===== src/hw/vme_sizer_pkg.sv =====
// ********************************************************************
// Shared constants and types of the transfer sizer
// ********************************************************************
`default_nettype none
package vme_sizer_pkg;

	// ****************************************************************
	// Register byte offsets, one aligned word each
	// ****************************************************************
	localparam logic [7:0] OFS_CTRL = 8'h00;
	localparam logic [7:0] OFS_AM = 8'h04;
	localparam logic [7:0] OFS_THROTTLE = 8'h08;
	localparam logic [7:0] OFS_SELECT = 8'h0C;
	localparam logic [7:0] OFS_ADDR = 8'h10;
	localparam logic [7:0] OFS_LENGTH = 8'h14;
	localparam logic [7:0] OFS_GO = 8'h18;
	localparam logic [7:0] OFS_STATUS = 8'h1C;

	// ****************************************************************
	// Field positions
	// ****************************************************************
	localparam int CTRL_WIDE_BIT = 0;
	localparam int CTRL_CSWAP_BIT = 1;
	localparam int SEL_ODD_BIT = 3;
	localparam int GO_START_BIT = 0;
	localparam int STATUS_BUSY_BIT = 31;

	// ****************************************************************
	// Reset values
	// ****************************************************************
	localparam logic CTRL_WIDE_RST = 1'b0;
	localparam logic CTRL_CSWAP_RST = 1'b0;
	localparam logic [5:0] AM_RST = 6'h00;
	localparam logic [3:0] THROTTLE_RST = 4'hB;
	localparam logic [7:0] SELECT_RST = 8'h03;

	// ****************************************************************
	// Throttle, burst caps and cycle widths in bytes
	// ****************************************************************
	localparam logic [7:0] THROTTLE_MAX = 8'h0B;
	localparam logic [11:0] BURST_D64_CAP = 12'h800;
	localparam logic [11:0] BURST_BLK_CAP = 12'h100;
	localparam logic [11:0] BURST_NB_CAP = 12'h800;
	localparam logic [11:0] BURST_MIN = 12'h002;
	localparam logic [3:0] W16 = 4'h2;
	localparam logic [3:0] W32 = 4'h4;
	localparam logic [3:0] W64 = 4'h8;

	// ****************************************************************
	// Address modifier codes
	// ****************************************************************
	localparam logic [5:0] AM_D64_A = 6'h08;
	localparam logic [5:0] AM_D64_B = 6'h0C;
	localparam logic [5:0] AM_D64_C = 6'h38;
	localparam logic [5:0] AM_D64_D = 6'h3C;
	localparam logic [5:0] AM_BLT_A = 6'h0B;
	localparam logic [5:0] AM_BLT_B = 6'h0F;
	localparam logic [5:0] AM_BLT_C = 6'h3B;
	localparam logic [5:0] AM_BLT_D = 6'h3F;

	// Cycle descriptor: first flag, byte count, address
	localparam int DESC_W = 37;

	// Sequencer states, one-hot
	typedef enum logic [1:0]
	{
		ST_IDLE = 2'b01,
		ST_RUN = 2'b10
	} seq_state_t;

	// Whole state of the sizer
	typedef struct packed
	{
		seq_state_t state;
		logic wide;
		logic cswap;
		logic [5:0] am;
		logic [3:0] throttle;
		logic [7:0] select;
		logic [31:0] addr;
		logic [23:0] remain;
		logic [11:0] burst_left;
		logic [31:0] rd_data;
		logic [31:0] ctl_word;
		logic ctl_valid;
	} sizer_state_t;

endpackage
`default_nettype wire


===== src/hw/sizer_skid_buffer.sv =====
`timescale 1ns/1ps
`default_nettype none
// ********************************************************************
// Two-entry buffer with registered outputs
// ********************************************************************
module sizer_skid_buffer
#(
	parameter int WIDTH = vme_sizer_pkg::DESC_W
)
(
	// Clock and reset
	input wire logic i_sys_clk,
	input wire logic i_rst_n,
	// Filling side
	input wire logic i_in_valid,
	input wire logic [WIDTH-1:0] i_in_data,
	output logic o_in_ready,
	// Draining side
	output logic o_out_valid,
	output logic [WIDTH-1:0] o_out_data,
	input wire logic i_out_ready
);

	// Output stage plus one spill entry
	typedef struct packed
	{
		logic out_valid;
		logic skid_valid;
		logic in_ready;
		logic [WIDTH-1:0] out_data;
		logic [WIDTH-1:0] skid_data;
	} buf_state_t;

	buf_state_t st;
	buf_state_t next_st;

	// Next state: drain first, then fill
	always_comb
	begin
		next_st = st;
		if (st.out_valid && i_out_ready)
		begin
			// Spill entry moves up, else stage empties
			if (st.skid_valid)
			begin
				next_st.out_data = st.skid_data;
				next_st.skid_valid = 1'b0;
			end
			else
			begin
				next_st.out_valid = 1'b0;
			end
		end
		if (i_in_valid && st.in_ready)
		begin
			if (!next_st.out_valid)
			begin
				next_st.out_valid = 1'b1;
				next_st.out_data = i_in_data;
			end
			else
			begin
				next_st.skid_valid = 1'b1;
				next_st.skid_data = i_in_data;
			end
		end
		// Ready is registered, so full means spill entry taken
		next_st.in_ready = !next_st.skid_valid;
		if (!i_rst_n)
		begin
			next_st = '0;
			next_st.in_ready = 1'b1;
		end
	end

	// State register
	always_ff @(posedge i_sys_clk)
	begin
		st <= next_st;
	end

	assign o_in_ready = st.in_ready;
	assign o_out_valid = st.out_valid;
	assign o_out_data = st.out_data;
endmodule
`default_nettype wire


===== src/hw/vme_transfer_sizer.sv =====
// The address-and-strobe port and the register addresses were left to the implementer.
`timescale 1ns/1ps
`default_nettype none
// Notes on behaviour
// - Width select clear forces 16-bit cycles
// - Width select set: 32 or 64 by modifier
// - Modifiers 08,0C,38,3C give 64-bit cycles
// - Narrow cycles until aligned, then widest allowed
// - Misaligned buffer: align burst, then throttle bursts
// - Throttle is log2 of burst bytes
// - Throttle above 0B is clamped to 0B
// - Throttle written by options, read back
// - D64 block: 2048 only on 2K boundary
// - Other block modes cap bursts at 256
// - Non-block modes allow up to 2048
// - Control words swapped, payload never swapped
// - Select flag bit 3 ignored, reads zero
module vme_transfer_sizer
(
	// Clock and reset
	input wire logic i_sys_clk,
	input wire logic i_rst_n,
	// Register port
	input wire logic [7:0] i_reg_addr,
	input wire logic [31:0] i_reg_wdata,
	input wire logic i_reg_wr,
	input wire logic i_reg_rd,
	output logic [31:0] o_reg_rdata,
	// Cycle descriptors towards the bus master
	output logic o_cyc_valid,
	output logic [31:0] o_cyc_addr,
	output logic [3:0] o_cyc_bytes,
	output logic o_cyc_first,
	input wire logic i_cyc_ready,
	// Control structure words
	input wire logic i_ctl_valid,
	input wire logic [31:0] i_ctl_word,
	output logic o_ctl_valid,
	output logic [31:0] o_ctl_word,
	// Engine state
	output logic o_busy
);

	// ****************************************************************
	// Decode helpers
	// ****************************************************************

	// Modifier selects D64 block transfers
	function automatic logic is_d64(input logic [5:0] am);
		return (am == vme_sizer_pkg::AM_D64_A) ||
			(am == vme_sizer_pkg::AM_D64_B) ||
			(am == vme_sizer_pkg::AM_D64_C) ||
			(am == vme_sizer_pkg::AM_D64_D);
	endfunction

	// Modifier selects a non-D64 block transfer
	function automatic logic is_blt(input logic [5:0] am);
		return (am == vme_sizer_pkg::AM_BLT_A) ||
			(am == vme_sizer_pkg::AM_BLT_B) ||
			(am == vme_sizer_pkg::AM_BLT_C) ||
			(am == vme_sizer_pkg::AM_BLT_D);
	endfunction

	// Widest cycle the control bit and modifier permit
	function automatic logic [3:0] max_width(input logic wide,
		input logic [5:0] am);
		if (!wide)
			return vme_sizer_pkg::W16;
		else if (is_d64(am))
			return vme_sizer_pkg::W64;
		else
			return vme_sizer_pkg::W32;
	endfunction

	// Cycle width from alignment, what is left and the budget
	function automatic logic [3:0] pick_width(input logic [2:0] a,
		input logic [3:0] maxw, input logic [23:0] rem,
		input logic [11:0] left);
		logic [3:0] w;
		w = vme_sizer_pkg::W16;
		if (maxw != vme_sizer_pkg::W16 && a[1] == 1'b0 &&
			rem >= 24'h000004 && left >= 12'h004)
			w = vme_sizer_pkg::W32;
		if (maxw == vme_sizer_pkg::W64 && a == 3'h0 &&
			rem >= 24'h000008 && left >= 12'h008)
			w = vme_sizer_pkg::W64;
		return w;
	endfunction

	// Byte order reversal for control words
	function automatic logic [31:0] swap_bytes(input logic [31:0] d);
		return {d[7:0], d[15:8], d[23:16], d[31:24]};
	endfunction

	// ****************************************************************
	// State and internal signals
	// ****************************************************************
	vme_sizer_pkg::sizer_state_t st;
	vme_sizer_pkg::sizer_state_t next_st;

	// Buffer handshake
	logic buf_ready;
	logic push;
	logic push_first;
	logic [3:0] push_bytes;
	// Burst budget for the cycle now being sized
	logic [11:0] left_now;
	logic [11:0] new_burst;
	logic [11:0] burst_cap;
	logic [11:0] thr_len;
	logic [3:0] maxw;

	// ****************************************************************
	// Burst budget
	// ****************************************************************

	// Length of a burst that would start at the current address
	always_comb
	begin
		maxw = max_width(st.wide, st.am);
		thr_len = 12'h001 << st.throttle;
		// D64 gets 2K only on a 2K boundary
		if (is_d64(st.am))
			burst_cap = (st.addr[10:0] == 11'h000) ?
				vme_sizer_pkg::BURST_D64_CAP :
				vme_sizer_pkg::BURST_BLK_CAP;
		else if (is_blt(st.am))
			burst_cap = vme_sizer_pkg::BURST_BLK_CAP;
		else
			burst_cap = vme_sizer_pkg::BURST_NB_CAP;
		// first move only up to double-longword alignment
		if (st.addr[2:0] != 3'h0)
			new_burst = {9'h000, 3'h0 - st.addr[2:0]};
		else if (thr_len < burst_cap)
			new_burst = thr_len;
		else
			new_burst = burst_cap;
		// Word cycles cannot be split, so never below two bytes
		if (new_burst < vme_sizer_pkg::BURST_MIN)
			new_burst = vme_sizer_pkg::BURST_MIN;
		push_first = (st.burst_left == 12'h000);
		left_now = push_first ? new_burst : st.burst_left;
		push_bytes = pick_width(st.addr[2:0], maxw, st.remain, left_now);
		push = (st.state == vme_sizer_pkg::ST_RUN) && buf_ready;
	end

	// ****************************************************************
	// Register port and sequencer
	// ****************************************************************

	// Next state of registers and engine
	always_comb
	begin
		next_st = st;
		// Read data stand for one cycle only
		next_st.rd_data = 32'h00000000;
		next_st.ctl_valid = 1'b0;
		// swap applies to control words, never to payload
		if (i_ctl_valid)
		begin
			next_st.ctl_valid = 1'b1;
			next_st.ctl_word = st.cswap ? swap_bytes(i_ctl_word) : i_ctl_word;
		end
		// Register reads; unmapped offsets return zero
		if (i_reg_rd)
		begin
			case (i_reg_addr)
				vme_sizer_pkg::OFS_CTRL:
					next_st.rd_data = {30'h00000000, st.cswap, st.wide};
				vme_sizer_pkg::OFS_AM:
					next_st.rd_data = {26'h0000000, st.am};
				vme_sizer_pkg::OFS_THROTTLE:
					next_st.rd_data = {28'h0000000, st.throttle};
				vme_sizer_pkg::OFS_SELECT:
					next_st.rd_data = {24'h000000, st.select};
				vme_sizer_pkg::OFS_ADDR:
					next_st.rd_data = st.addr;
				vme_sizer_pkg::OFS_LENGTH:
					next_st.rd_data = {8'h00, st.remain};
				vme_sizer_pkg::OFS_STATUS:
					next_st.rd_data = {st.state == vme_sizer_pkg::ST_RUN,
						7'h00, st.remain};
				default:
					next_st.rd_data = 32'h00000000;
			endcase
		end
		// Register writes; setup is locked while a transfer runs
		if (i_reg_wr && st.state == vme_sizer_pkg::ST_IDLE)
		begin
			case (i_reg_addr)
				// data swap bits are not stored
				vme_sizer_pkg::OFS_CTRL:
				begin
					next_st.wide = i_reg_wdata[vme_sizer_pkg::CTRL_WIDE_BIT];
					next_st.cswap = i_reg_wdata[vme_sizer_pkg::CTRL_CSWAP_BIT];
				end
				vme_sizer_pkg::OFS_AM:
					next_st.am = i_reg_wdata[5:0];
				vme_sizer_pkg::OFS_THROTTLE:
					next_st.throttle =
						(i_reg_wdata[7:0] > vme_sizer_pkg::THROTTLE_MAX) ?
						vme_sizer_pkg::THROTTLE_MAX[3:0] : i_reg_wdata[3:0];
				vme_sizer_pkg::OFS_SELECT:
				begin
					next_st.select = i_reg_wdata[7:0];
					next_st.select[vme_sizer_pkg::SEL_ODD_BIT] = 1'b0;
				end
				// bit 0 forced low, odd addresses unsupported
				vme_sizer_pkg::OFS_ADDR:
					next_st.addr = {i_reg_wdata[31:1], 1'b0};
				// Lengths are whole words as well
				vme_sizer_pkg::OFS_LENGTH:
					next_st.remain = {i_reg_wdata[23:1], 1'b0};
				// Start only with something to move
				vme_sizer_pkg::OFS_GO:
					if (i_reg_wdata[vme_sizer_pkg::GO_START_BIT] &&
						st.remain != 24'h000000)
					begin
						next_st.state = vme_sizer_pkg::ST_RUN;
						next_st.burst_left = 12'h000;
					end
				default:
					next_st.state = st.state;
			endcase
		end
		// Sequencer: one cycle descriptor per accepted slot
		case (st.state)
			vme_sizer_pkg::ST_IDLE:
				next_st.burst_left = next_st.burst_left;
			vme_sizer_pkg::ST_RUN:
				if (push)
				begin
					// budget counts down across one burst
					next_st.addr = st.addr + {28'h0000000, push_bytes};
					next_st.remain = st.remain - {20'h00000, push_bytes};
					next_st.burst_left = left_now - {8'h00, push_bytes};
					if (st.remain == {20'h00000, push_bytes})
					begin
						next_st.state = vme_sizer_pkg::ST_IDLE;
						next_st.burst_left = 12'h000;
					end
				end
			default:
				next_st.state = vme_sizer_pkg::ST_IDLE;
		endcase
		// Synchronous reset to defaults
		if (!i_rst_n)
		begin
			next_st = '0;
			next_st.state = vme_sizer_pkg::ST_IDLE;
			next_st.wide = vme_sizer_pkg::CTRL_WIDE_RST;
			next_st.cswap = vme_sizer_pkg::CTRL_CSWAP_RST;
			next_st.am = vme_sizer_pkg::AM_RST;
			next_st.throttle = vme_sizer_pkg::THROTTLE_RST;
			next_st.select = vme_sizer_pkg::SELECT_RST;
		end
	end

	// State register
	always_ff @(posedge i_sys_clk)
	begin
		st <= next_st;
	end

	// ****************************************************************
	// Descriptor buffer
	// ****************************************************************

	// A stalled bus master holds the sequencer, nothing is lost
	sizer_skid_buffer #(
		.WIDTH(vme_sizer_pkg::DESC_W)
	) u_buf (
		.i_sys_clk(i_sys_clk),
		.i_rst_n(i_rst_n),
		.i_in_valid(push),
		.i_in_data({push_first, push_bytes, st.addr}),
		.o_in_ready(buf_ready),
		.o_out_valid(o_cyc_valid),
		.o_out_data({o_cyc_first, o_cyc_bytes, o_cyc_addr}),
		.i_out_ready(i_cyc_ready)
	);

	// Registered outputs
	assign o_reg_rdata = st.rd_data;
	assign o_ctl_valid = st.ctl_valid;
	assign o_ctl_word = st.ctl_word;
	assign o_busy = (st.state == vme_sizer_pkg::ST_RUN);
endmodule
`default_nettype wire


===== config.mk =====
export PLATFORM = sky130hd
export DESIGN_NAME = vme_transfer_sizer
export DESIGN_NICKNAME = d
export VERILOG_FILES = /design/src/hw/vme_sizer_pkg.sv /design/src/hw/sizer_skid_buffer.sv /design/src/hw/vme_transfer_sizer.sv
export SDC_FILE = /design/constraint.sdc
export NUM_CORES = 1
export LEC_CHECK = 0
export BUFFER_PORTS_ARGS = -buffer_cell sky130_fd_sc_hd__clkbuf_2
export CAP_MARGIN = 15
export CORE_ASPECT_RATIO = 2
export CORE_MARGIN = 2
export CORE_UTILIZATION = 48
export DETAILED_ROUTE_END_ITERATION = 6
export GPL_TIMING_DRIVEN = 0
export PLACE_DENSITY = 0.79
export SLEW_MARGIN = 20
export SYNTH_ARGS = -nofsm -noshare
export SYNTH_HDL_FRONTEND = slang
export SYNTH_SLANG_ARGS = --single-unit

===== constraint.sdc =====
create_clock -name i_sys_clk -period 7.32 [get_ports i_sys_clk]
set_input_delay 1.098 -clock i_sys_clk [delete_from_list [all_inputs] [get_ports i_sys_clk]]
set_output_delay 1.098 -clock i_sys_clk [all_outputs]
set_load 0.02 [all_outputs]

## Word-level counts from Yosys, hierarchy flattened

Cells that the tools add are included.

| word-level totals | value |
|---|---|
| flip-flop bits (word level) | 231 |
| output and inout bits | 104 |
| logic and storage cells | 122 |
| input bits | 78 |

| operators by class | value |
|---|---|
| order comparisons | 7 |
| shift operators | 1 |
| multiplexer cells | 42 |
| equal/unequal tests | 20 |
| add/sub/neg operators | 4 |
| bitwise gates (word level) | 1 |
| reductions and logical operators | 30 |

Operators with widths:

| cell | number |
|---|---|
| 32-bit case mux with 7 select lines | 1 |
| 37-bit 2-to-1 mux | 4 |
| 12-bit 2-to-1 mux | 11 |
| 90-bit 2-to-1 mux | 1 |
| 74-bit 2-to-1 mux | 1 |
| 68-bit 2-to-1 mux | 1 |
| 32-bit 2-to-1 mux | 2 |
| 56-bit 2-to-1 mux | 1 |
| 32-bit by 4-bit adder with 32-bit output | 1 |
| 8-bit by 5-bit equality test with 1-bit output (second input constant) | 4 |
| 24-bit by 4-bit equality test with 1-bit output | 1 |
| 6-bit by 4-bit equality test with 1-bit output (second input constant) | 4 |
| 6-bit equality test (second input constant) | 4 |
| 24-bit by 3-bit >= comparator with 1-bit output (second input constant) | 1 |
| 24-bit by 4-bit >= comparator with 1-bit output (second input constant) | 1 |
| 24-bit 2-to-1 mux | 1 |
| 24-bit nonzero test | 1 |
| 24-bit by 4-bit subtractor with 24-bit output | 1 |
| 4-bit 2-to-1 mux | 5 |
| 8-bit by 4-bit equality test with 1-bit output (second input constant) | 2 |
| 2-bit 2-to-1 mux | 7 |
| 12-bit by 3-bit >= comparator with 1-bit output (second input constant) | 1 |
| 12-bit by 4-bit >= comparator with 1-bit output (second input constant) | 1 |
| 12-bit logical NOT | 1 |
| other kinds (25) | 47 |

## Logic depth before layout (Yosys ltp)

Gate-level depths: netlist of the first run.

| depth | value |
|---|---|
| word-level depth | 20 |
| mapped depth | 24 |
| depth with buffers taken out | 23 |

## Hierarchy

A second synthesis of the first run with hierarchy kept.

| second synthesis, totals | value |
|---|---|
| cells, all modules | 1,491 |
| area total of the unflattened synthesis | 12,254.3 µm² |

Modules (own cells, without submodules):

| module | seq. area each (µm²) | area each (µm²) | times used | cells each |
|---|---|---|---|---|
| vme_transfer_sizer | 3,083.0 | 8,495.6 | 1 | 1,048 |
| sizer_skid_buffer | 1,541.5 | 3,758.6 | 1 | 443 |

## Worst setup path before layout of the first run

Ideal clock, no wire load.

| timing | value |
|---|---|
| kind | flip-flop to flip-flop |
| start point | reg st[144] (netlist name) |
| end point | reg st[97] (netlist name) |
| stages on the path, launching flop included | 21 |
| data arrival time | 5,135 ps |
| data required time | 7,188 ps |
| setup time | 132 ps |
| period minus slack after synthesis | 5,267 ps |
| slack | 2,053 ps |
| path buffers | 1 |
| path through | dfxtp_1 clkbuf_1 nand2_1 nor2_1 ha_1 a21oi_1 a221oi_4 nor4_2 a2111oi_4 a21oi_2 and3b_2 inv_1 ha_1 nor2b_1 o21a_1 nor3_1 nand4_1 or3_1 or4_1 nand3_1 a21oi_1 |

| between the ends | value |
|---|---|
| longest elaborated chain between the ends | 14 |
| elaborated cells between the ends (all ways) | 16 |
| those cells by class | add/sub (1); order compare (4); shift (1); mux (8); reduce/logical (2) |

RTL lines:

| item | RTL line | text |
|---|---|---|
| from (decl) | vme_transfer_sizer.sv:98 | `vme_sizer_pkg::sizer_state_t st;` |
| from (signal assigned) | vme_transfer_sizer.sv:262 | `st <= next_st;` |
| 1-bit by 4-bit << shifter with 12-bit output (*) | vme_transfer_sizer.sv:121 | `thr_len = 12'h001 << st.throttle;` |
| 12-bit < comparator | vme_transfer_sizer.sv:134 | `else if (thr_len < burst_cap)` |
| 12-bit 2-to-1 mux (*) | vme_transfer_sizer.sv:134 |  |
| 12-bit 2-to-1 mux (*) | vme_transfer_sizer.sv:132 | `if (st.addr[2:0] != 3'h0)` |
| 12-bit by 2-bit < comparator with 1-bit output | vme_transfer_sizer.sv:139 | `if (new_burst < vme_sizer_pkg::BURST_MIN)` |
| 12-bit 2-to-1 mux (*) | vme_transfer_sizer.sv:139 |  |
| 12-bit 2-to-1 mux (*) | vme_transfer_sizer.sv:142 | `left_now = push_first ? new_burst : st.burst_left;` |
| 12-bit by 3-bit >= comparator with 1-bit output | vme_transfer_sizer.sv:82 | `rem >= 24'h000004 && left >= 12'h004)` |
| 1-bit logical AND | vme_transfer_sizer.sv:82 |  |
| 3-bit 2-to-1 mux | vme_transfer_sizer.sv:81 | `if (maxw != vme_sizer_pkg::W16 && a[1] == 1'b0 &&` |
| 4-bit 2-to-1 mux (*) | vme_transfer_sizer.sv:84 | `if (maxw == vme_sizer_pkg::W64 && a == 3'h0 &&` |
| named net push_bytes[2] | vme_transfer_sizer.sv:105 | `logic [3:0] push_bytes;` |
| 24-bit by 4-bit subtractor with 24-bit output (*) | vme_transfer_sizer.sv:235 | `next_st.remain = st.remain - {20'h00000, push_bytes};` |
| 68-bit 2-to-1 mux (*) | vme_transfer_sizer.sv:231 | `if (push)` |
| 56-bit 2-to-1 mux (*) | vme_transfer_sizer.sv:227 | `case (st.state)` |

Mark *: on every way through the listed nets, which the timed path passes. The rest lies on a longest branch.
A chain may end at the register's enable or synchronous reset.

## Final worst setup path of the first run

Same ends and word-level chain as after synthesis.

==> run_results.csv, run 1 <==
group,metric,value,unit
outcome,status,"complete, no violations",
setup_path,cp-startpoint,"st[144]",
synthesis,synth.area.mux_share,8.26,%
sta,period_share,92.3,%
grt,grt_max_degree,17,
setup_path,worstPathRequired,7.69,ns
synthesis,yosysWarnings,0,
sta,fin_setup_tns,0,ns
cts,clk_latency,0.54,ns
setup_path,crit_path_start_kind,"flip-flop",
synthesis,synthTopCellsByArea,"dfxtp_1 (38%), mux2i_1 (7.7%), buf_4 (6.4%), nor2_1 (6.0%), a211oi_1 (4.9%)",
synthesis,synthesis.nets,1507,
detailed_routing,wl_met1,13200,µm
cells_and_area,nets,1709,
grt,grt-ovfl-total,0,
die,dieArea,26300,µm²
grt,grt_pass1_vias,11300,
placed_design,dpl.hpwl,29200,µm
detailed_routing,met3_length,2330,µm
synthesis,netlist_instances,1411,
synthesis,synth_adder_area_share,2.07,%
synthesis,synth_edf_count,0,
sta,tightest_slew,1.03,ns
cts,clk_pin_slew,0.07,ns
die,io_pins,182,
grt,grt_pass1_wl,58400,µm
die,initial_utilization,48.8,%
synthesis,yosys.area.top_type,"dfxtp_1",
synthesis,synth-simple-area-share,20.7,%
sta,slew_violations,0,
cells_and_area,stdcell_count,1960,
cts,ctsHoldBuffers,0,
synthesis,synth_top_flop_cell,"dfxtp_1",
synthesis,synth_compound_area_share,19.4,%
setup_path,critPathKind,"flip-flop to flip-flop",
sta,slew_headroom,30.5,%
synthesis,synth_top_family_by_area,"simple AND/OR/NAND/NOR gates",
setup_path,end_kind,"flip-flop",
die,core,24500,µm²
pwr,power_density,184,nW/µm²
cts,cts_tree,"yes",
detailed_routing,vias,11400,
job,max-cap-violations,0,
detailed_routing,maxUsedRoutingLayer,"met4",
detailed_routing,remaining_drc_errors,0,
detailed_routing,drt_wl_total,38000,µm
synthesis,synth_xor_area_share,0.502,%
setup_path,timing.rr.start,"st[144]",
die,rows,81,
detailed_routing,dr.pass1.iters,7,
detailed_routing,drt_iter0_drc,861,
setup_path,crit_fanout,10,
die,die_x,116,µm
synthesis,avgSynthCellArea,8.48,µm²
grt,grtUsageTotal,28.6,%
synthesis,ys_top_cells_by_count,"dfxtp_1 (230), nor2_1 (190), nand2_1 (133)",
synthesis,synth_cell_types,89,
sta,fin_worst_skew,0.0241,ns
die,die_h,227,µm
cts,cts_resized,0,
synthesis,synthesis.area,12000,µm²
synthesis,ys_seq_area_share,38.5,%
detailed_routing,antenna_left,0,
cts,clk_path_buf_depth,3,
cts,clock-root-buffer,"clkbuf_16",
worst_hold_path,hp-start,"u_buf.st[22]",
detailed_routing,wl_met2,19100,µm
detailed_routing,wl_per_cell,19.4,µm
placed_design,place_congestion,0.985,
synthesis,synth_top_cell_area_share,38.5,%
cts,post_cts_buffers,0,
cts,cts_num_sinks,230,
synthesis,yosys_register_bits,230,
placed_design,place_ws,0.781,ns
sta,min_period,6.76,ns
cells_and_area,area_delta_synth_final,16.8,%
cts,numCtsBuffers,22,
synthesis,ys_async_sr_fraction,0,%
sta,setup_viol,0,
grt,antenna_found_initial,1,
sta,setup_slack,0.561,ns
worst_hold_path,hp-class,"flip-flop to flip-flop",
pwr,vdd_drop_max,0.156,mV
cts,cts_max_level,1,
pwr,leakage,5.83,nW
cells_and_area,n_antenna_cell,0,
sta,max_freq,148,MHz
placed_design,io_buffers,178,
detailed_routing,vias_per_cell,5.80,
placed_design,dp_cells,1921,
sta,hold_violations,0,
cells_and_area,drive_gt1_share,23.6,%
sta,rsz0062_at_grt,"no",
synthesis,yosysMostFrequentCell,"dfxtp_1",
setup_path,crit_arrival,7.12,ns
## where the power goes
| part | leakage, nW | switching (mW) | total, mW | internal [mW] |
|---|---|---|---|---|
| Combinational | 3.63 | 0.0968 | 0.155 | 0.0578 |
| Clock | 0.340 | 0.518 | 1.15 | 0.630 |
| Sequential | 1.86 | 0.00714 | 1.27 | 1.26 |
## stage by stage
| stage | utilization [%] | hold slack (ns) | power (mW) | area [µm²] |
|---|---|---|---|---|
| finish | 57.0 | 0.453 | 2.57 | 14000 |
| global route | 57.0 | 0.470 | 2.63 | 14000 |
| CTS | 57.0 | 0.455 | 2.58 | 14000 |
| detailed placement | 54.1 | 0.446 | 1.45 | 13300 |
| global placement | 54.1 | 0.441 | 1.45 | 13300 |
| floorplan | - | 0.436 | 1.38 | 12000 |
## cell families (layout without fill, tap and decap cells)
kind of cell               after synthesis  in the layout
and+or+nand+nor                        494            494
AOI/OAI and AO/OA                      341            341
DFF                                    230            230
buffers and inverters                  224            441
muxes                                   98             98
adders and majority gates               18             18
xor gates and xnor gates                 6              6
## per-layer routing
layer,vias up,track usage [%]
li1,5338,-
met1,5289,29.2
met2,551,50.9
met3,197,3.33
met4,0,23.7
met5,-,0
## sequential cells by signal, indices dropped and copies added (netlist names)
| name | flops |
|---|---|
| u_buf.o_out_data | 37 |
| o_ctl_valid | 1 |
| o_ctl_word | 32 |
| u_buf.st | 37 |
| o_reg_rdata | 32 |
| st | 89 |
| u_buf.o_out_valid | 1 |
| u_buf.o_in_ready | 1 |
## placed cells by master (no fill, tap or decap), types with 7 or more instances in the layout
cell type	Yosys	layout
o211ai_1	8	8
o21ai_1	8	8
or3_1	8	8
nor4_1	13	12
nor4_2	8	9
and2_1	12	12
dfxtp_1	230	230
a211oi_1	78	78
nand3_1	32	32
buf_2	10	10
nor3_1	26	26
a22oi_1	26	26
nor2_1	190	190
buf_4	102	102
and3_1	9	9
nand4_1	9	9
nand2_1	133	133
o21ai_0	42	42
a221oi_1	9	9
a311oi_1	7	7
clkbuf_1	69	75
ha_1	15	15
clkbuf_16	0	23
a31oi_1	10	10
mux2i_1	92	92
clkbuf_2	2	180
inv_1	29	29
a21oi_1	108	108
## layout make-up
| type | instances | area, µm² |
|---|---|---|
| Timing Repair Buffer | 178 | 891 |
| Clock inverter | 9 | 91.3 |
| Clock buffer | 30 | 612 |
| Inverter | 30 | 113 |
| Fill cell | 2282 | 10500 |
| Multi-Input combinational cell | 957 | 6090 |
| Tap cell | 332 | 415 |
| Buffer | 194 | 1160 |
| Sequential cell | 230 | 4600 |
## critical path: stages, from the launching register on
cell	delay (ns)
dfxtp_1	0.46
clkbuf_1	0.50
nand2_1	0.24
nor2_1	0.21
ha_1	0.28
a21oi_1	0.10
a221oi_4	0.59
buf_6	0.23
o21ai_1	0.11
nor3_2	0.29
a21oi_2	0.17
and3b_2	0.34
inv_1	0.17
ha_1	0.33
nor2b_1	0.13
o21a_1	0.17
nor3_1	0.79
nand4_1	0.38
or3_1	0.49
or4_1	0.42
nand3_1	0.10
a21oi_1	0.08
## path summary, 6_finish.rpt
| check | to | depth (start not counted) | slack (ns) |
|---|---|---|---|
| max | st[97] | 21 | 0.56 |
| min | u_buf.st[22] | 2 | 0.45 |
| max reg2reg | st[97] | 21 | 0.56 |
| min reg2reg | u_buf.st[22] | 2 | 0.45 |
No activity file was read; power rests on OpenSTA's default activity.
==> inputs of run 2 (changes only) <==
--- a/config.mk
+++ b/config.mk
@@ -9,10 +9,10 @@
 export CAP_MARGIN = 15
 export CORE_ASPECT_RATIO = 2
 export CORE_MARGIN = 2
-export CORE_UTILIZATION = 48
+export CORE_UTILIZATION = 45
 export DETAILED_ROUTE_END_ITERATION = 6
 export GPL_TIMING_DRIVEN = 0
-export PLACE_DENSITY = 0.79
+export PLACE_DENSITY = 0.76
 export SLEW_MARGIN = 20
 export SYNTH_ARGS = -nofsm -noshare
 export SYNTH_HDL_FRONTEND = slang
==> run_results.csv, run 2 (synthesized netlist as in run 1, its figures left out) <==
group,metric,value,unit
placed_design,dpl.hpwl,29500,µm
cts,ctsHoldBuffers,0,
setup_path,worstPathRequired,7.69,ns
detailed_routing,drt_wl_total,38600,µm
cells_and_area,drive_gt1_share,23.9,%
cells_and_area,n_antenna_cell,0,
setup_path,timing.rr.start,"st[144]",
die,core,26300,µm²
cells_and_area,area_delta_synth_final,18.1,%
cells_and_area,layout_commonest_cell,"dfxtp_1",
detailed_routing,vias_per_cell,5.75,
grt,grtUsageTotal,26.6,%
grt,grt_pass1_vias,11100,
sta,max_freq,152,MHz
sta,min_period,6.59,ns
grt,grt-ovfl-total,0,
sta,tightest_slew,0.925,ns
die,rows,84,
detailed_routing,wl_per_cell,19.6,µm
detailed_routing,vias,11300,
sta,fin_worst_skew,0.0127,ns
setup_path,end_kind,"flip-flop",
detailed_routing,dr.pass1.iters,5,
sta,hold_slack,0.454,ns
pwr,power_density,194,nW/µm²
setup_path,r2r_slack,0.73,ns
pwr,leakage,5.90,nW
cts,numCtsBuffers,22,
setup_path,reg2reg_to,"st[97]",
pwr,p_sw,632,µW
setup_path,critPathKind,"flip-flop to flip-flop",
sta,rsz0062_at_grt,"no",
pwr,vdd_drop_max,0.185,mV
cells_and_area,nets,1709,
setup_path,reg2reg_depth,21,
pwr,power_frac_clock,48.1,%
detailed_routing,drt_iter0_drc,939,
pwr,p_sw_share,23.0,%
die,io_pins,182,
grt,grt_max_degree,17,
sta,slew_headroom,37.8,%
placed_design,place_ws,0.843,ns
cells_and_area,final_cell_mix,"dfxtp_1 (230), nor2_1 (190), clkbuf_2 (180)",
outcome,status,"complete, no violations",
cts,cts_tree,"yes",
pwr,intPower,2.12,mW
cts,clk_latency,0.53,ns
detailed_routing,antenna_left,0,
cells_and_area,largest_reg_flops,89,
setup_path,crit_fanout,10,
worst_hold_path,whs_endpoint,"u_buf.st[24]",
cells_and_area,design_area,14100,µm²
sta,setup_viol,0,
cells_and_area,regMostFlops,"st",
placed_design,place_congestion,0.956,
job,max-cap-violations,0,
cts,post_cts_buffers,0,
grt,antenna_found_initial,0,
cts,cts_resized,0,
worst_hold_path,holdPathStages,2,
setup_path,crit_path_start_kind,"flip-flop",
cts,clock-root-buffer,"clkbuf_16",
pwr,combPwrFrac,5.6,%
sta,setup_slack,0.725,ns
worst_hold_path,hp-start,"u_buf.st[24]",
setup_path,cp-startpoint,"st[144]",
cts,cts_max_level,1,
pwr,total_power,2.75,mW
cts,clk_pin_slew,0.07,ns
setup_path,crit_arrival,6.96,ns
sta,period_share,90.1,%
placed_design,placed_area,13300,µm²
grt,grt_pass1_wl,59300,µm
worst_hold_path,hp-class,"flip-flop to flip-flop",
sta,slew_violations,0,
sta,fin_setup_tns,0,ns
detailed_routing,remaining_drc_errors,0,
sta,hold_violations,0,
pwr,pwr-share-seq,46.3,%
die,initial_utilization,45.5,%
die,die_h,235,µm
placed_design,io_buffers,178,
die,dieArea,28000,µm²
cts,clk_path_buf_depth,3,
cts,cts_num_sinks,230,
die,die_x,119,µm
-- run 2: cell types whose count changed in the layout (fill, tap and decap cells not counted), sizes merged --
cell    previous run  this run
bufinv             1         5
clkbuf           280       278
inv               31        30
-- run 2: power groups by stage --
stage | Combinational [mW] | Clock, mW | Sequential [mW]
after floorplan | 0.0850 | 0 | 1.30
after global routing | 0.165 | 1.37 | 1.27
after CTS | 0.154 | 1.33 | 1.27
final | 0.155 | 1.32 | 1.27
after detailed placement | 0.153 | 0 | 1.30
after global placement | 0.151 | 0 | 1.30
-- run 2: cell type report --
class | instances | area, µm²
fill | 2504 | 12100
multi-input combinational | 957 | 6090
sequential | 230 | 4600
buffer | 194 | 1160
timing repair buffer | 178 | 891
clock buffer | 28 | 634
tap | 344 | 430
clock inverter | 12 | 201
inverter | 30 | 113
-- run 2: worst max-delay path by stage --
stage | cells after the start | slack, ns | to
global route | 21 | 0.28 | st[97]
global placement | 21 | 0.92 | st[97]
detailed placement | 21 | 0.84 | st[97]
floorplan | 20 | 2.05 | st[97]
CTS | 21 | 0.83 | st[97]
finish | 21 | 0.73 | st[97]
-- run 2: worst max-delay path, stage by stage, from the launching register on --
cell	delay [ns]
dfxtp_1	0.50
clkbuf_1	0.49
nand2_1	0.24
nor2_1	0.20
ha_1	0.29
a21oi_1	0.11
a221oi_4	0.58
buf_6	0.23
o21ai_1	0.11
nor3_2	0.26
a21oi_2	0.16
and3b_2	0.34
inv_1	0.17
ha_1	0.33
nor2b_1	0.13
o21a_1	0.18
nor3_1	0.68
nand4_1	0.35
or3_1	0.49
or4_1	0.43
nand3_1	0.10
a21oi_1	0.07
-- run 2: layer usage --
| layer | GRT usage (%) | up-vias | wire (µm) |
|---|---|---|---|
| met4 | 19.3 | 0 | 3180 |
| met5 | 0 | - | 0 |
| met3 | 3.40 | 170 | 2420 |
| met1 | 27.0 | 5256 | 13300 |
| li1 | - | 5351 | - |
| met2 | 49.0 | 567 | 19700 |
-- run 2: metrics by stage --
step / util, % / std cells
after CTS: 53.7 / 1973
after floorplan: - / 1411
after detailed placement: 50.6 / 1933
after global placement: 50.6 / 1933
final: 53.8 / 1973
after global routing: 53.8 / 1973
==> inputs of run 3 (changes only) <==
--- a/config.mk
+++ b/config.mk
@@ -9,10 +9,10 @@
 export CAP_MARGIN = 15
 export CORE_ASPECT_RATIO = 2
 export CORE_MARGIN = 2
-export CORE_UTILIZATION = 45
+export CORE_UTILIZATION = 58
 export DETAILED_ROUTE_END_ITERATION = 6
 export GPL_TIMING_DRIVEN = 0
-export PLACE_DENSITY = 0.76
+export PLACE_DENSITY = 0.91
 export SLEW_MARGIN = 20
 export SYNTH_ARGS = -nofsm -noshare
 export SYNTH_HDL_FRONTEND = slang
==> run_results.csv, run 3 (synthesized netlist as in run 1, its figures left out) <==
group,metric,value,unit
cells_and_area,largest_reg_flops,89,
cells_and_area,layout_commonest_cell,"dfxtp_1",
cts,cts_resized,0,
cts,clk_latency,0.54,ns
sta,hold_violations,0,
cells_and_area,n_antenna_cell,0,
setup_path,end_kind,"flip-flop",
grt,antenna_found_initial,0,
placed_design,place_congestion,0.988,
cts,clock-root-buffer,"clkbuf_16",
setup_path,r2r_slack,0.40,ns
worst_hold_path,hp-start,"u_buf.st[3]",
die,die_h,207,µm
sta,tightest_slew,0.957,ns
cts,clk_pin_slew,0.07,ns
setup_path,timing.rr.start,"st[144]",
cells_and_area,regMostFlops,"st",
placed_design,dpl.hpwl,28800,µm
detailed_routing,drt_iter0_drc,1227,
cells_and_area,fillers,1597,
grt,grt_pass1_wl,61200,µm
cts,ctsHoldBuffers,0,
pwr,vdd_drop_max,0.181,mV
cts,clk_path_buf_depth,3,
setup_path,critPathKind,"flip-flop to flip-flop",
setup_path,crit_path_start_kind,"flip-flop",
sta,fin_worst_skew,0.0215,ns
pwr,total_power,2.65,mW
detailed_routing,antenna_left,0,
pwr,leakage,5.86,nW
cells_and_area,fin_util,68.4,%
die,rows,74,
outcome,status,"finished, violations left",
setup_path,reg2reg_to,"st[97]",
sta,slew_headroom,35.7,%
cells_and_area,drive_gt1_share,23.7,%
die,core,20400,µm²
die,io_pins,182,
cts,post_cts_buffers,0,
cells_and_area,area_delta_synth_final,16.5,%
grt,grt-ovfl-total,0,
outcome,violations,"DRC",
worst_hold_path,holdPathStages,2,
die,initial_utilization,58.7,%
die,dieArea,21900,µm²
worst_hold_path,hp-class,"flip-flop to flip-flop",
sta,max_freq,144,MHz
detailed_routing,vias_per_cell,6.27,
worst_hold_path,whs_endpoint,"u_buf.st[3]",
die,die_x,106,µm
grt,grt_pass1_vias,11900,
cts,cts_max_level,1,
sta,period_share,94.5,%
detailed_routing,drt_wl_total,39500,µm
placed_design,io_buffers,178,
detailed_routing,dr.pass1.iters,7,
cts,cts_num_sinks,230,
cts,numCtsBuffers,21,
setup_path,crit_fanout,10,
sta,fin_setup_tns,0,ns
job,max-cap-violations,0,
sta,rsz0062_at_grt,"no",
sta,setup_viol,0,
cells_and_area,final_cell_mix,"dfxtp_1 (230), nor2_1 (190), clkbuf_2 (180)",
detailed_routing,vias,11900,
detailed_routing,remaining_drc_errors,11,
grt,grtUsageTotal,35.2,%
setup_path,worstPathRequired,7.71,ns
pwr,power_density,190,nW/µm²
cts,cts_tree,"yes",
detailed_routing,wl_per_cell,20.9,µm
sta,slew_violations,0,
sta,min_period,6.92,ns
setup_path,crit_arrival,7.31,ns
grt,grt_max_degree,17,
setup_path,reg2reg_depth,20,
cells_and_area,nets,1708,
-- run 3: changes by cell type in the layout (fill, tap and decap cells not counted), sizes merged --
cell	previous run	this run
bufinv	5	4
clkbuf	278	277
clkinv	5	3
clkinvlp	2	1
inv	30	31
-- run 3: power breakdown --
| part | switching, mW | internal (mW) |
|---|---|---|
| Sequential | 0.00776 | 1.26 |
| Combinational | 0.100 | 0.0579 |
| Clock | 0.505 | 0.712 |
| Total | 0.613 | 2.03 |
-- run 3: per-layer routing --
layer	wire [µm]	up-vias	part of all wire, %	global-route usage [%]
li1	-	5332	-	-
met1	12700	5448	32	35.6
met2	19500	818	49	61.2
met3	3660	254	9.3	7.74
met4	3590	2	9.1	27.5
met5	29	-	0.073	1.15
-- run 3: critical path, cell delays in order (launching register included) --
cell and delay (ns):
dfxtp_1 0.50, clkbuf_1 0.54, nand2_1 0.27, nor2_1 0.22, ha_1 0.30, a21oi_1 0.11
a221oi_4 0.65, nor4_2 0.15, a2111oi_4 0.50, a21oi_2 0.17, and3b_2 0.35, inv_1 0.16
ha_1 0.33, nor2b_1 0.14, o21a_1 0.19, nor3_1 0.74, nand4_1 0.34, or3_1 0.49
or4_1 0.44, nand3_1 0.10, a21oi_1 0.07
-- run 3: area by class of cell --
cell class | count | area [µm²] | area share (%)
tap | 266 | 333 | 2.39
timing repair buffer | 178 | 891 | 6.39
multi-input combinational | 957 | 6090 | 43.7
sequential | 230 | 4600 | 33.0
buffer | 194 | 1160 | 8.32
clock buffer | 27 | 588 | 4.22
clock inverter | 9 | 159 | 1.14
inverter | 30 | 113 | 0.808
-- run 3: worst max path at each step --
stage,start,end,slack [ns],cells past startpoint
after floorplan,st[144],st[97],2.05,20
after global placement,st[144],st[97],0.93,21
after detailed placement,st[144],st[97],0.77,20
after CTS,st[144],st[97],0.72,20
after global routing,st[144],st[97],0.35,21
final,st[144],st[97],0.40,20
-- run 3: metrics by stage --
stage,std cells,setup slack (ns),cell area [µm²],hold slack (ns)
2_1_floorplan,1411,2.05,12000,0.436
3_3_place_gp,1855,0.927,13200,0.441
3_5_place_dp,1855,0.768,13200,0.448
4_1_cts,1891,0.718,13900,0.456
5_1_grt,1891,0.347,13900,0.472
6_report,1891,0.399,13900,0.461
